[config.mk]
export PLATFORM = sky130hd
export DESIGN_NAME = diag_monitor_readback_regs
export DESIGN_NICKNAME = d
export VERILOG_FILES = /design/src/pkg/diag_monitor_pkg.sv /design/src/rtl/diag_monitor_readback_regs.sv
export SDC_FILE = /design/constraint.sdc
export NUM_CORES = 1
export LEC_CHECK = 0
export BUFFER_PORTS_ARGS = -buffer_cell sky130_fd_sc_hd__buf_2
export CORE_ASPECT_RATIO = 0.9
export CORE_MARGIN = 4
export CORE_UTILIZATION = 44
export CTS_CLUSTER_DIAMETER = 100
export CTS_CLUSTER_SIZE = 10
export DETAILED_ROUTE_END_ITERATION = 10
export PLACE_DENSITY = 0.72
export SLEW_MARGIN = 20
export SYNTH_ARGS = -nofsm -noshare
export SYNTH_HDL_FRONTEND = slang
export SYNTH_SLANG_ARGS = --single-unit
[constraint.sdc]
create_clock -name sys_clk -period 1.5 [get_ports sys_clk]
set_input_delay 0.225 -clock sys_clk [delete_from_list [all_inputs] [get_ports sys_clk]]
set_output_delay 0.225 -clock sys_clk [all_outputs]
set_load 0.05 [all_outputs]
[src/pkg/diag_monitor_pkg.sv]
// Contract
// - low registers: result nibble high, tag low
// - high registers read-only, result bits 11:4, reset zero
// - offset 0x64 returns input2 negative high byte
// - offset 0x65 returns negative nibble, tag 0101b
// - offset 0x76 returns temperature high byte
// - offset 0x77 returns temperature nibble, tag 1110b
// - offset 0x78 returns bias current high byte
// - offset 0x79 returns bias nibble, tag 1111b
// - offset 0x7E bits 7-4 give silicon revision
package diag_monitor_pkg;

   // ***************************************************************
   // widths
   // ***************************************************************
   localparam int ADDR_W = 8;
   localparam int DATA_W = 8;
   localparam int RESULT_W = 12;
   localparam int NIBBLE_W = 4;

   // ***************************************************************
   // register offsets
   // ***************************************************************
   localparam logic [7:0] POS2_LOW_OFFSET = 8'h63;
   localparam logic [7:0] NEG2_HIGH_OFFSET = 8'h64;
   localparam logic [7:0] NEG2_LOW_OFFSET = 8'h65;
   localparam logic [7:0] TEMP_HIGH_OFFSET = 8'h76;
   localparam logic [7:0] TEMP_LOW_OFFSET = 8'h77;
   localparam logic [7:0] BIAS_HIGH_OFFSET = 8'h78;
   localparam logic [7:0] BIAS_LOW_OFFSET = 8'h79;
   localparam logic [7:0] REVISION_OFFSET = 8'h7E;

   // ***************************************************************
   // field positions
   // ***************************************************************
   localparam int HIGH_BYTE_MSB = 11;
   localparam int HIGH_BYTE_LSB = 4;
   localparam int LOW_NIBBLE_MSB = 3;

   // ***************************************************************
   // source tags and reset values
   // ***************************************************************
   localparam logic [3:0] POS2_SOURCE_TAG = 4'h4;
   localparam logic [3:0] NEG2_SOURCE_TAG = 4'h5;
   localparam logic [3:0] TEMP_SOURCE_TAG = 4'hE;
   localparam logic [3:0] BIAS_SOURCE_TAG = 4'hF;
   localparam logic [3:0] REVISION_RESERVED = 4'h0;
   localparam logic [11:0] RESULT_RESET = 12'h000;
   localparam logic [3:0] NIBBLE_RESET = 4'h0;
   localparam logic [7:0] READ_DATA_RESET = 8'h00;
   localparam logic [7:0] UNMAPPED_DATA = 8'h00;
   // arbitrary value, not tied to any real silicon
   localparam logic [3:0] REVISION_CODE_DEFAULT = 4'h1;

   // ***************************************************************
   // carriers
   // ***************************************************************
   typedef struct packed {
      logic load;
      logic [11:0] value;
   } mon_sample_t;

   typedef struct packed {
      logic read;
      logic write;
      logic [7:0] addr;
      logic [7:0] wrData;
   } reg_request_t;

endpackage

[src/rtl/diag_monitor_readback_regs.sv]
module diag_monitor_readback_regs
#(
   parameter logic [3:0] REVISION_CODE = diag_monitor_pkg::REVISION_CODE_DEFAULT
)
(
   input wire logic sys_clk,
   input wire logic reset,
   input wire diag_monitor_pkg::reg_request_t regReq,
   input wire diag_monitor_pkg::mon_sample_t pos2Sample,
   input wire diag_monitor_pkg::mon_sample_t neg2Sample,
   input wire diag_monitor_pkg::mon_sample_t tempSample,
   input wire diag_monitor_pkg::mon_sample_t biasSample,
   output logic [7:0] rdData_q,
   output logic rdValid_q
);

   // ***************************************************************
   // stored monitor results
   // ***************************************************************
   logic [3:0] pos2Nibble_q;
   logic [11:0] neg2Result_q;
   logic [11:0] tempResult_q;
   logic [11:0] biasResult_q;
   logic [7:0] rdData_d;

   // ***************************************************************
   // read decode
   // ***************************************************************
   function automatic logic [7:0] high_byte(input logic [11:0] res);
      high_byte = res[diag_monitor_pkg::HIGH_BYTE_MSB:diag_monitor_pkg::HIGH_BYTE_LSB];
   endfunction

   function automatic logic [7:0] low_reg(input logic [11:0] res, input logic [3:0] tag);
      low_reg = {res[diag_monitor_pkg::LOW_NIBBLE_MSB:0], tag};
   endfunction

   function automatic logic [7:0] read_mux
   (
      input logic [7:0] addr,
      input logic [3:0] p2,
      input logic [11:0] n2,
      input logic [11:0] tp,
      input logic [11:0] bi,
      input logic [3:0] rev
   );
      case (addr)
         diag_monitor_pkg::POS2_LOW_OFFSET:
            read_mux = {p2, diag_monitor_pkg::POS2_SOURCE_TAG};
         diag_monitor_pkg::NEG2_HIGH_OFFSET:
            read_mux = high_byte(n2);
         diag_monitor_pkg::NEG2_LOW_OFFSET:
            read_mux = low_reg(n2, diag_monitor_pkg::NEG2_SOURCE_TAG);
         diag_monitor_pkg::TEMP_HIGH_OFFSET:
            read_mux = high_byte(tp);
         diag_monitor_pkg::TEMP_LOW_OFFSET:
            read_mux = low_reg(tp, diag_monitor_pkg::TEMP_SOURCE_TAG);
         diag_monitor_pkg::BIAS_HIGH_OFFSET:
            read_mux = high_byte(bi);
         diag_monitor_pkg::BIAS_LOW_OFFSET:
            read_mux = low_reg(bi, diag_monitor_pkg::BIAS_SOURCE_TAG);
         diag_monitor_pkg::REVISION_OFFSET:
            read_mux = {rev, diag_monitor_pkg::REVISION_RESERVED};
         default:
            read_mux = diag_monitor_pkg::UNMAPPED_DATA;
      endcase
   endfunction

   always_comb
   begin
      rdData_d = read_mux(regReq.addr, pos2Nibble_q, neg2Result_q, tempResult_q,
         biasResult_q, REVISION_CODE);
   end

   // ***************************************************************
   // result capture, only the monitor can load
   // ***************************************************************
   always_ff @(posedge sys_clk)
   begin
      if (reset)
      begin
         pos2Nibble_q <= diag_monitor_pkg::NIBBLE_RESET;
      end
      else if (pos2Sample.load)
      begin
         pos2Nibble_q <= pos2Sample.value[diag_monitor_pkg::LOW_NIBBLE_MSB:0];
      end
   end

   always_ff @(posedge sys_clk)
   begin
      if (reset)
      begin
         neg2Result_q <= diag_monitor_pkg::RESULT_RESET;
      end
      else if (neg2Sample.load)
      begin
         neg2Result_q <= neg2Sample.value;
      end
   end

   always_ff @(posedge sys_clk)
   begin
      if (reset)
      begin
         tempResult_q <= diag_monitor_pkg::RESULT_RESET;
      end
      else if (tempSample.load)
      begin
         tempResult_q <= tempSample.value;
      end
   end

   always_ff @(posedge sys_clk)
   begin
      if (reset)
      begin
         biasResult_q <= diag_monitor_pkg::RESULT_RESET;
      end
      else if (biasSample.load)
      begin
         biasResult_q <= biasSample.value;
      end
   end

   // ***************************************************************
   // read port, one cycle latency, writes ignored
   // ***************************************************************
   always_ff @(posedge sys_clk)
   begin
      if (reset)
      begin
         rdData_q <= diag_monitor_pkg::READ_DATA_RESET;
         rdValid_q <= 1'b0;
      end
      else
      begin
         rdValid_q <= regReq.read;
         if (regReq.read)
         begin
            rdData_q <= rdData_d;
         end
      end
   end
endmodule // diag_monitor_readback_regs

**Word level (Yosys, flattened, before mapping)**

Cells that the tools add are included.

- Bits in registers: 49
- Input bits: 72

- Eq/ne operators: 8
- Multiplexer cells: 1

Operators by type and width:

| cell | count |
|---|---|
| $eq 8x7->1 const B | 8 |
| $pmux 8 s8 | 1 |

**Longest topological paths before layout**

Gate-level depths: netlist (run 1).

- Word-level depth: 2
- Gate-level depth with buffers: 7
- Mapped depth without buffers: 5

**Worst setup path after synthesis (run 1)**

OpenSTA, ideal clock, no wires.

- Kind: input-to-reg
- From: in regReq[10] (netlist name)
- To: reg rdData_q[2]
- Library setup time: 117 ps
- Data arrival time: 1379 ps
- Slack: 4 ps
- Cell stages on the path: 7
- Path buffers: 2
- Cell sequence: buf_4 and3b_1 buf_2 a22o_1 a221oi_1 a31oi_1 a22o_1

- Longest elaborated chain between the ends: 2
- Elaborated cells between the ends (all ways): 9
- Those cells by class: eq/ne (8); mux (1)

Ends and longest elaborated chain:

| item | RTL line | RTL |
|---|---|---|
| start, declared | diag_monitor_readback_regs.sv:8 | `input wire diag_monitor_pkg::reg_request_t regReq,` |
| $eq 8x7->1 | diag_monitor_readback_regs.sv:46 | `case (addr)` |
| $pmux 8 s8 * | diag_monitor_readback_regs.sv:46 |  |
| end signal, assigned | diag_monitor_readback_regs.sv:132 | `rdData_q <= diag_monitor_pkg::READ_DATA_RESET;` |
| end signal, assigned | diag_monitor_readback_regs.sv:140 | `rdData_q <= rdData_d;` |
| end, declared | diag_monitor_readback_regs.sv:13 | `output logic [7:0] rdData_q,` |

Every way passes the cells marked *; elsewhere a longest branch is shown, timed or not.
A chain may end at the register's enable or synchronous reset.

**Worst setup path after layout (run 1)**

- From: in regReq[9] (netlist name)
- To: reg rdData_q[5]

Same word-level chain as after synthesis.

==> out/summary.txt, run 1 <==
status - finished, final reports clean
flop-to-flop setup slack - 0.25 ns
Post-synth EDFFs - 0
Avg Cell Area, Syn - 9.594 µm²
Final Hold Fails - 0
Hold Crit Start - reset
share of layout cells above drive strength 1 - 32.47%
#FFs+latches synth - 49
final net count - 379
Die Span Y - 75.48 µm
synth top area cells - dfxtp_1 44%, mux2i_1 18%, nor2_1 7.3%, a22o_1 3.9%, a22oi_1 1.7%
DP HPWL - 4127 µm
Critical Path RT - 1.72 ns
FF-to-FF Start - tempResult_q[11]
Post-route DRC - 0
Clock Sinks - 49
post-route setup slack - 0.1215 ns
top-area cell type share of the netlist area - 44.07%
sequential fraction of the synthesis area - 44.07%
mux share of post-synthesis cell area - 19.00%
Post-Route Skew - 0.003555 ns
total number of vias - 1,930
Post-CTS Setup Repair Bufs - 0
GRT overflow - 0
antenna viol nets, final - 0
DIE AREA - 6262 µm²
hold_buf cts - 0
Synth cell types - 37
CTS Buf Count - 5
Synthesis Warnings - 0
Worst VDD drop - 0.0005107 V
leakage power - 0.001318 µW
Post-synth top flop - dfxtp_1
Final Setup Violations - 0
Final Non-Filler Cells - 373
Post-synth top cells - 49 x dfxtp_1, 43 x nor2_1, 40 x mux2i_1, 10 x a22o_1, 10 x nand2_1
FF-to-FF path depth - 4
Starting DRT DRC Count - 67
max-slew violation count - 0
number of global-route vias before repair - 1,911
Vias/cell - 5.174
post-synthesis compound-gate area fraction - 13.77%
Post-Synth Adder-Cell Area - 0%
largest net degree at the start of global routing - 29
worst-skew pair later-pin latency - 0.29 ns
fraction of registers with async set/reset - 0%
Mapped Cells - 232
antenna cells - 0
Root Driver - clkbuf_8
min Tclk post-route - 1.379 ns
worst-margin pin slew - 0.4437 ns
worst slack, placed - -0.1910 ns
CP max FO - 5
CTS max path bufs - 2
startpoint types - input port
Fin Setup TNS - 0 ns
final WL - 5283 µm
PwrDens - 958.3 nW/µm²
die width - 82.97 µm
core area - 4865 µm²
Slew headroom - 70.02%
hold slack - 0.1438 ns
initial core utilization - 45.76%
RSZ-0062 raised after global routing - no
max cap viols - 0
met1 Use GR - 23.52%
met2 Use GR - 28.29%
initial antenna violation count - 0
area leader, netlist - dfxtp_1
Synth-to-Final Area Change - 27.88%
period utilisation layout - 91.90%
fmax - 0.7254 GHz
Reg clk slew, reported paths - 0.09 ns
design area - 2846 µm²
worst min-delay path class - input port to register
Mapped Nets - 304
routability cong. - 0.8040
largest family of logic cells by synthesized area - multiplexers
Std-Cell Rows - 24
simple-gate share of the synthesized area - 18.49%
global-route usage over all layers - 17.86%
dpl cell area - 2713 µm²
drt pass-1 iters - 4
CTS H-Tree Depth - 2
Mapped Area - 2226 µm²
Ports - 81
CP endpoint kind - register
Inst Count DP - 365
GRT busiest layer - met2
Critical Setup Path Class - input port to register
xor-xnor portion of the synthesized cell area - 0.3935%
hold path cells - 2
critical path arrival - 1.60 ns
GR Layer Usage met3 - 5.405%
crit path from - regReq[9]
count leader, synth - dfxtp_1
first-pass GRT wire length - 8983 µm
number of port buffers - 63
Avg WL per Cell - 14.16 µm
CTS tree - built
## metal layers
layer  share of wire, %  up-vias
li1                   -      986
met1                 48      889
met2                 45       51
met3                6.3        4
met4               0.80        0
met5                  0        -
## worst paths after layout
path,to
worst max-delay path,rdData_q[5]
worst min register to register,rdData_q[7]
worst min-delay path,neg2Result_q[4]
worst max register to register,rdData_q[7]
## power by group
group	internal (µW)	switching (µW)
Clock	542	422
Sequential	1370	35.4
Combinational	183	179
Total	2090	637
## sequential cells by signal (all words and copies together), names as in the netlist
register      flops
biasResult_q     12
neg2Result_q     12
pos2Nibble_q      4
rdData_q          8
rdValid_q         1
tempResult_q     12
## through the flow
stage / power (µW) / utilization (%)
6_report: 2728 / 58.51
3_5_place_dp: 1791 / 55.76
4_1_cts: 2759 / 58.23
3_3_place_gp: 1782 / 55.76
5_1_grt: 2860 / 58.51
2_1_floorplan: 1635 / -
## kinds of logic after synthesis
kind of cell / after synthesis
flip-flops: 49
XOR/XNOR: 1
multiplexers: 42
buffers and inverters: 19
AND/OR/NAND/NOR: 80
AO/OA/AOI/OAI: 41
## cell type report
class / count / area (µm²)
Clock buffer: 6 / 82.58
Fill cell: 456 / 2018
Tap cell: 65 / 81.33
Clock inverter: 2 / 37.54
Timing Repair Buffer: 85 / 493.0
Sequential cell: 49 / 980.9
Inverter: 2 / 7.507
Multi-Input combinational cell: 164 / 1164
## worst max-delay path, stage by stage
cell and delay (ns):
buf_2 0.13, buf_12 0.13, nor4b_4 0.39, buf_4 0.19
nand2_1 0.05, a31oi_1 0.20, a2111oi_1 0.08, a211oi_1 0.20
## cell usage in the layout, fill, tap and decap left out, drive strengths merged
master,count
and2,1
o21ai,7
or3,1
and3b,3
dfxtp,49
mux2i,40
and3,2
a22oi,5
clkinvlp,1
nor4b,2
o2bb2ai,2
a22o,10
bufinv,1
a221oi,2
nor2b,3
and4b,1
nand2,10
nor2,43
nor4bb,2
nand3,7
clkbuf,6
o211ai,3
a2111oi,2
xor2,1
nand4,3
a211oi,3
buf,85
nor3b,2
inv,2
a21oi,1
a31oi,6
mux2,2
## repair_timing
action                                  CTS  global route
endpoints found under the hold margin     0             0
gates resized for setup                   0             4
endpoints found under the setup margin    0             5
No activity file was read; power rests on OpenSTA's default activity.
==> inputs of run 2 (changes only) <==
--- a/config.mk
+++ b/config.mk
@@ -12,7 +12,7 @@
 export CTS_CLUSTER_DIAMETER = 100
 export CTS_CLUSTER_SIZE = 10
 export DETAILED_ROUTE_END_ITERATION = 10
-export PLACE_DENSITY = 0.72
+export PLACE_DENSITY = 0.75
 export SLEW_MARGIN = 20
 export SYNTH_ARGS = -nofsm -noshare
 export SYNTH_HDL_FRONTEND = slang
==> run 2 against run 1 <==
- non-clock buffer count shrank 4
- sequential share of layout area increased by 0.52 points
- wire length is 4.4% higher
- fmax up 2.2%
- worst hold slack improved by 0.0089 ns
- critical path type unchanged
- sequential power is essentially flat
- setup slack improved by 0.030 ns
- highest routed layer unchanged
- power increased by 4.8%
- clock power increased by 14%
- final area is 1.5% lower
==> out/summary.txt, run 2 (synthesis gave the netlist of run 1 again) <==
first-pass GRT wire length - 9025 µm
routability cong. - 0.8407
worst-margin pin slew - 0.4110 ns
GRT overflow - 0
Clock Sinks - 49
initial antenna violation count - 0
family with the most delay on the worst path - compound AO/OA/AOI/OAI gates
Regs by FF count - biasResult_q: 12 flops, neg2Result_q: 12 flops, tempResult_q: 12 flops
worst min-delay path class - input port to register
global-route usage over all layers - 17.89%
largest net degree at the start of global routing - 20
DIE AREA - 6262 µm²
critical path arrival - 1.57 ns
Std-Cell Rows - 24
CTS max path bufs - 2
CTS H-Tree Depth - 2
worst-skew pair later-pin latency - 0.30 ns
Worst VDD drop - 0.0005170 V
DP HPWL - 4303 µm
final net count - 375
Top cell by count, worst path - buf_4
Critical Path RT - 1.72 ns
Synth-to-Final Area Change - 25.97%
antenna viol nets, final - 0
Sw Ratio - 23.00%
max-slew violation count - 0
core area - 4865 µm²
Crit path largest cell delay - 0.32 ns
Vias/cell - 5.312
Reg clk slew, reported paths - 0.09 ns
area of the multi-input gates - 1150 µm²
Post-CTS Setup Repair Bufs - 0
most common cell after layout, fill and taps aside - buf_2
Root Driver - clkbuf_8
Final Hold Fails - 0
Critical Setup Path Class - input port to register
number of global-route vias before repair - 1,986
design area - 2804 µm²
initial core utilization - 45.76%
most frequent cells in the layout - 63 x buf_2, 49 x dfxtp_1, 43 x nor2_1
fmax - 0.7414 GHz
dpl cell area - 2670 µm²
CP endpoint kind - register
number of port buffers - 63
cells along the critical path - buf_2, buf_4, nor4b_4, buf_4, nand2_1, a31oi_1, a2111oi_0, a211oi_1
Starting DRT DRC Count - 103
startpoint types - input port
RSZ-0062 raised after global routing - no
final WL - 5515 µm
Avg WL per Cell - 14.95 µm
CTS tree - built
period utilisation layout - 89.92%
Final Setup Violations - 0
Die Span Y - 75.48 µm
die width - 82.97 µm
Critical-path top delay cell - nor4b_4
Post-Route Skew - 0.002883 ns
overall power - 2857 µW
CP max FO - 6
combinational share of power - 12.3%
min Tclk post-route - 1.349 ns
antenna cells - 0
Psw - 657.2 µW
FF/Latch Area - 980.9 µm²
Clk pwr share - 38.6%
worst path bufs/invs - 3
hold slack - 0.1528 ns
total number of vias - 1,960
CTS resizes - 0
Filler cells - 456
Cell Int Power - 2200 µW
status - finished, final reports clean
leakage power - 0.001303 µW
Final Util - 57.64%
PwrDens - 1019 nW/µm²
Ports - 81
Reg power frac - 49.1%
max cap viols - 0
CTS Buf Count - 5
share of layout cells above drive strength 1 - 30.92%
drt pass-1 iters - 5
Slew headroom - 71.89%
Post-route DRC - 0
hold_buf cts - 0
run 2: path summary, 6_finish.rpt:
kind | startpoint | endpoint | slack (ns) | cells past startpoint
worst max register to register | tempResult_q[9] | rdData_q[5] | 0.25 | 4
worst min register to register | rdData_q[7] | rdData_q[7] | 0.48 | 2
worst min-delay path | neg2Sample[0] | neg2Result_q[0] | 0.15 | 3
worst max-delay path | regReq[11] | rdData_q[7] | 0.15 | 8
run 2: worst min-delay path, cell delays in order:
cell and delay, ns:
buf_2 0.07, mux2i_1 0.05, nor2_1 0.07
run 2: cell type report:
class	count	share of cell area (%)
Tap cell	65	2.900
Sequential cell	49	34.98
Timing Repair Buffer	81	16.06
Clock buffer	5	2.454
Inverter	2	0.2677
Clock inverter	3	2.320
Multi-Input combinational cell	164	41.01
run 2: power groups by stage:
stage / combinational, µW / sequential, µW / clock, µW
6_report: 351 / 1400 / 1100
5_1_grt: 390 / 1410 / 1170
4_1_cts: 351 / 1400 / 1120
3_5_place_dp: 350 / 1430 / 0
3_3_place_gp: 340 / 1430 / 0
2_1_floorplan: 210 / 1430 / 0
run 2: stage by stage:
stage	setup WS, ns	std cells	TNS (ns)
floorplan	0.004373	232	0
CTS	0.1806	369	0
detailed placement	-0.1367	361	-0.6029
global placement	-0.1485	361	-0.4039
global route	0.01271	369	0
finish	0.1512	369	0
run 2: per-layer routing:
metal	part of all wire [%]	up-vias	GRT usage, %	wire length [µm]
met1	47	905	22.38	2615
met2	45	62	31.14	2494
met4	1.2	0	6.352	65
li1	-	986	-	-
met5	0	-	0	0
met3	6.2	7	3.892	340
==> inputs of run 3 (changes only) <==
--- a/config.mk
+++ b/config.mk
@@ -6,13 +6,14 @@
 export NUM_CORES = 1
 export LEC_CHECK = 0
 export BUFFER_PORTS_ARGS = -buffer_cell sky130_fd_sc_hd__buf_2
-export CORE_ASPECT_RATIO = 0.9
+export CORE_ASPECT_RATIO = 1.1
 export CORE_MARGIN = 4
 export CORE_UTILIZATION = 44
 export CTS_CLUSTER_DIAMETER = 100
 export CTS_CLUSTER_SIZE = 10
 export DETAILED_ROUTE_END_ITERATION = 10
 export PLACE_DENSITY = 0.75
+export SKIP_LAST_GASP = 1
 export SLEW_MARGIN = 20
 export SYNTH_ARGS = -nofsm -noshare
 export SYNTH_HDL_FRONTEND = slang
==> run 3 against run 2 <==
- clock-buffer cell count unchanged
- clock skew up 0.0062 ns
- largest cell class unchanged
- wire length down 4.8%
- clock power about the same
==> out/summary.txt, run 3 (synthesis gave the netlist of run 1 again) <==
drt pass-1 iters - 4
Ports - 81
overall power - 2838 µW
Root Driver - clkbuf_8
Final Util - 58.82%
first-pass GRT wire length - 8321 µm
CP max FO - 4
Post-route DRC - 0
CTS tree - built
hold_buf cts - 0
Inst Count DP - 354
largest net degree at the start of global routing - 24
GRT overflow - 0
CP endpoint kind - register
Top cell by count, worst path - buf_4
family with the most delay on the worst path - simple AND/OR/NAND/NOR gates
min Tclk post-route - 1.356 ns
Reg clk slew, reported paths - 0.08 ns
share of layout cells above drive strength 1 - 31.70%
Final Hold Fails - 0
Vias/cell - 5.268
Critical Path RT - 1.71 ns
die width - 75.82 µm
Critical-path top delay cell - nor4b_1
Die Span Y - 82.60 µm
initial core utilization - 46.55%
hold slack - 0.1400 ns
worst-skew pair later-pin latency - 0.30 ns
antenna cells - 0
RSZ-0062 raised after global routing - no
status - finished, final reports clean
PwrDens - 1009 nW/µm²
post-route setup slack - 0.1440 ns
Avg WL per Cell - 14.51 µm
total number of vias - 1,907
initial antenna violation count - 0
flop-to-flop setup slack - 0.21 ns
period utilisation layout - 90.40%
max cap viols - 0
final net count - 377
number of port buffers - 63
CTS resizes - 0
Post-Route Skew - 0.009116 ns
Clock Sinks - 49
Final Setup Violations - 0
Final Non-Filler Cells - 362
CTS max path bufs - 2
max-slew violation count - 0
Std-Cell Rows - 26
number of global-route vias before repair - 1,821
Worst VDD drop - 0.0005463 V
CTS Buf Count - 5
final WL - 5253 µm
worst min-delay path class - input port to register
cells along the critical path - buf_2, buf_4, nor4b_1, buf_4, and3_1, a22o_1, nor3b_1, a221oi_2
DIE AREA - 6262 µm²
worst-margin pin slew - 0.4300 ns
global-route usage over all layers - 17.50%
Regs by FF count - biasResult_q: 12 flops, neg2Result_q: 12 flops, tempResult_q: 12 flops
most frequent cells in the layout - 63 x buf_2, 49 x dfxtp_1, 43 x nor2_1
Post-CTS Setup Repair Bufs - 0
Starting DRT DRC Count - 151
CTS H-Tree Depth - 2
worst slack, placed - -0.1594 ns
leakage power - 0.001313 µW
Slew headroom - 71.30%
core area - 4782 µm²
fmax - 0.7375 GHz
DP HPWL - 4086 µm
routability cong. - 0.8782
critical path arrival - 1.57 ns
Critical Setup Path Class - input port to register
worst path bufs/invs - 3
startpoint types - input port
Synth-to-Final Area Change - 26.36%
antenna viol nets, final - 0
most common cell after layout, fill and taps aside - buf_2
Crit path largest cell delay - 0.30 ns
[run 3: through the flow]
step	area [µm²]	TNS (ns)
floorplan	2226	0
global placement	2674	-0.6293
detailed placement	2674	-0.8932
CTS	2808	0
global route	2813	0
finish	2813	0
[run 3: path summary, 6_finish.rpt]
path         cells past startpoint           to            start
min reg2reg                      1  rdData_q[0]      rdData_q[0]
max reg2reg                      4  rdData_q[5]  tempResult_q[9]
min                              2    rdValid_q            reset
max                              8  rdData_q[6]       regReq[11]
[run 3: metal layers]
metal  share of wire, %  GRT usage (%)
met3                6.1          3.874
met2                 48          29.54
met5                  0              0
met4                1.7          5.944
met1                 44          21.70
[run 3: area by class of cell]
cell class,count,area (µm²)
fill,424,1969
multi-input combinational,164,1155
timing repair buffer,83,465.4
tap,56,70.07
clock buffer,5,68.82
sequential,49,980.9
clock inverter,3,65.06
inverter,2,7.507
[run 3: power breakdown]
group	switching (µW)	internal (µW)	leakage, µW
registers	37.0	1370	0.000403
logic	178	176	0.000841
clock network	420	662	0.0000681
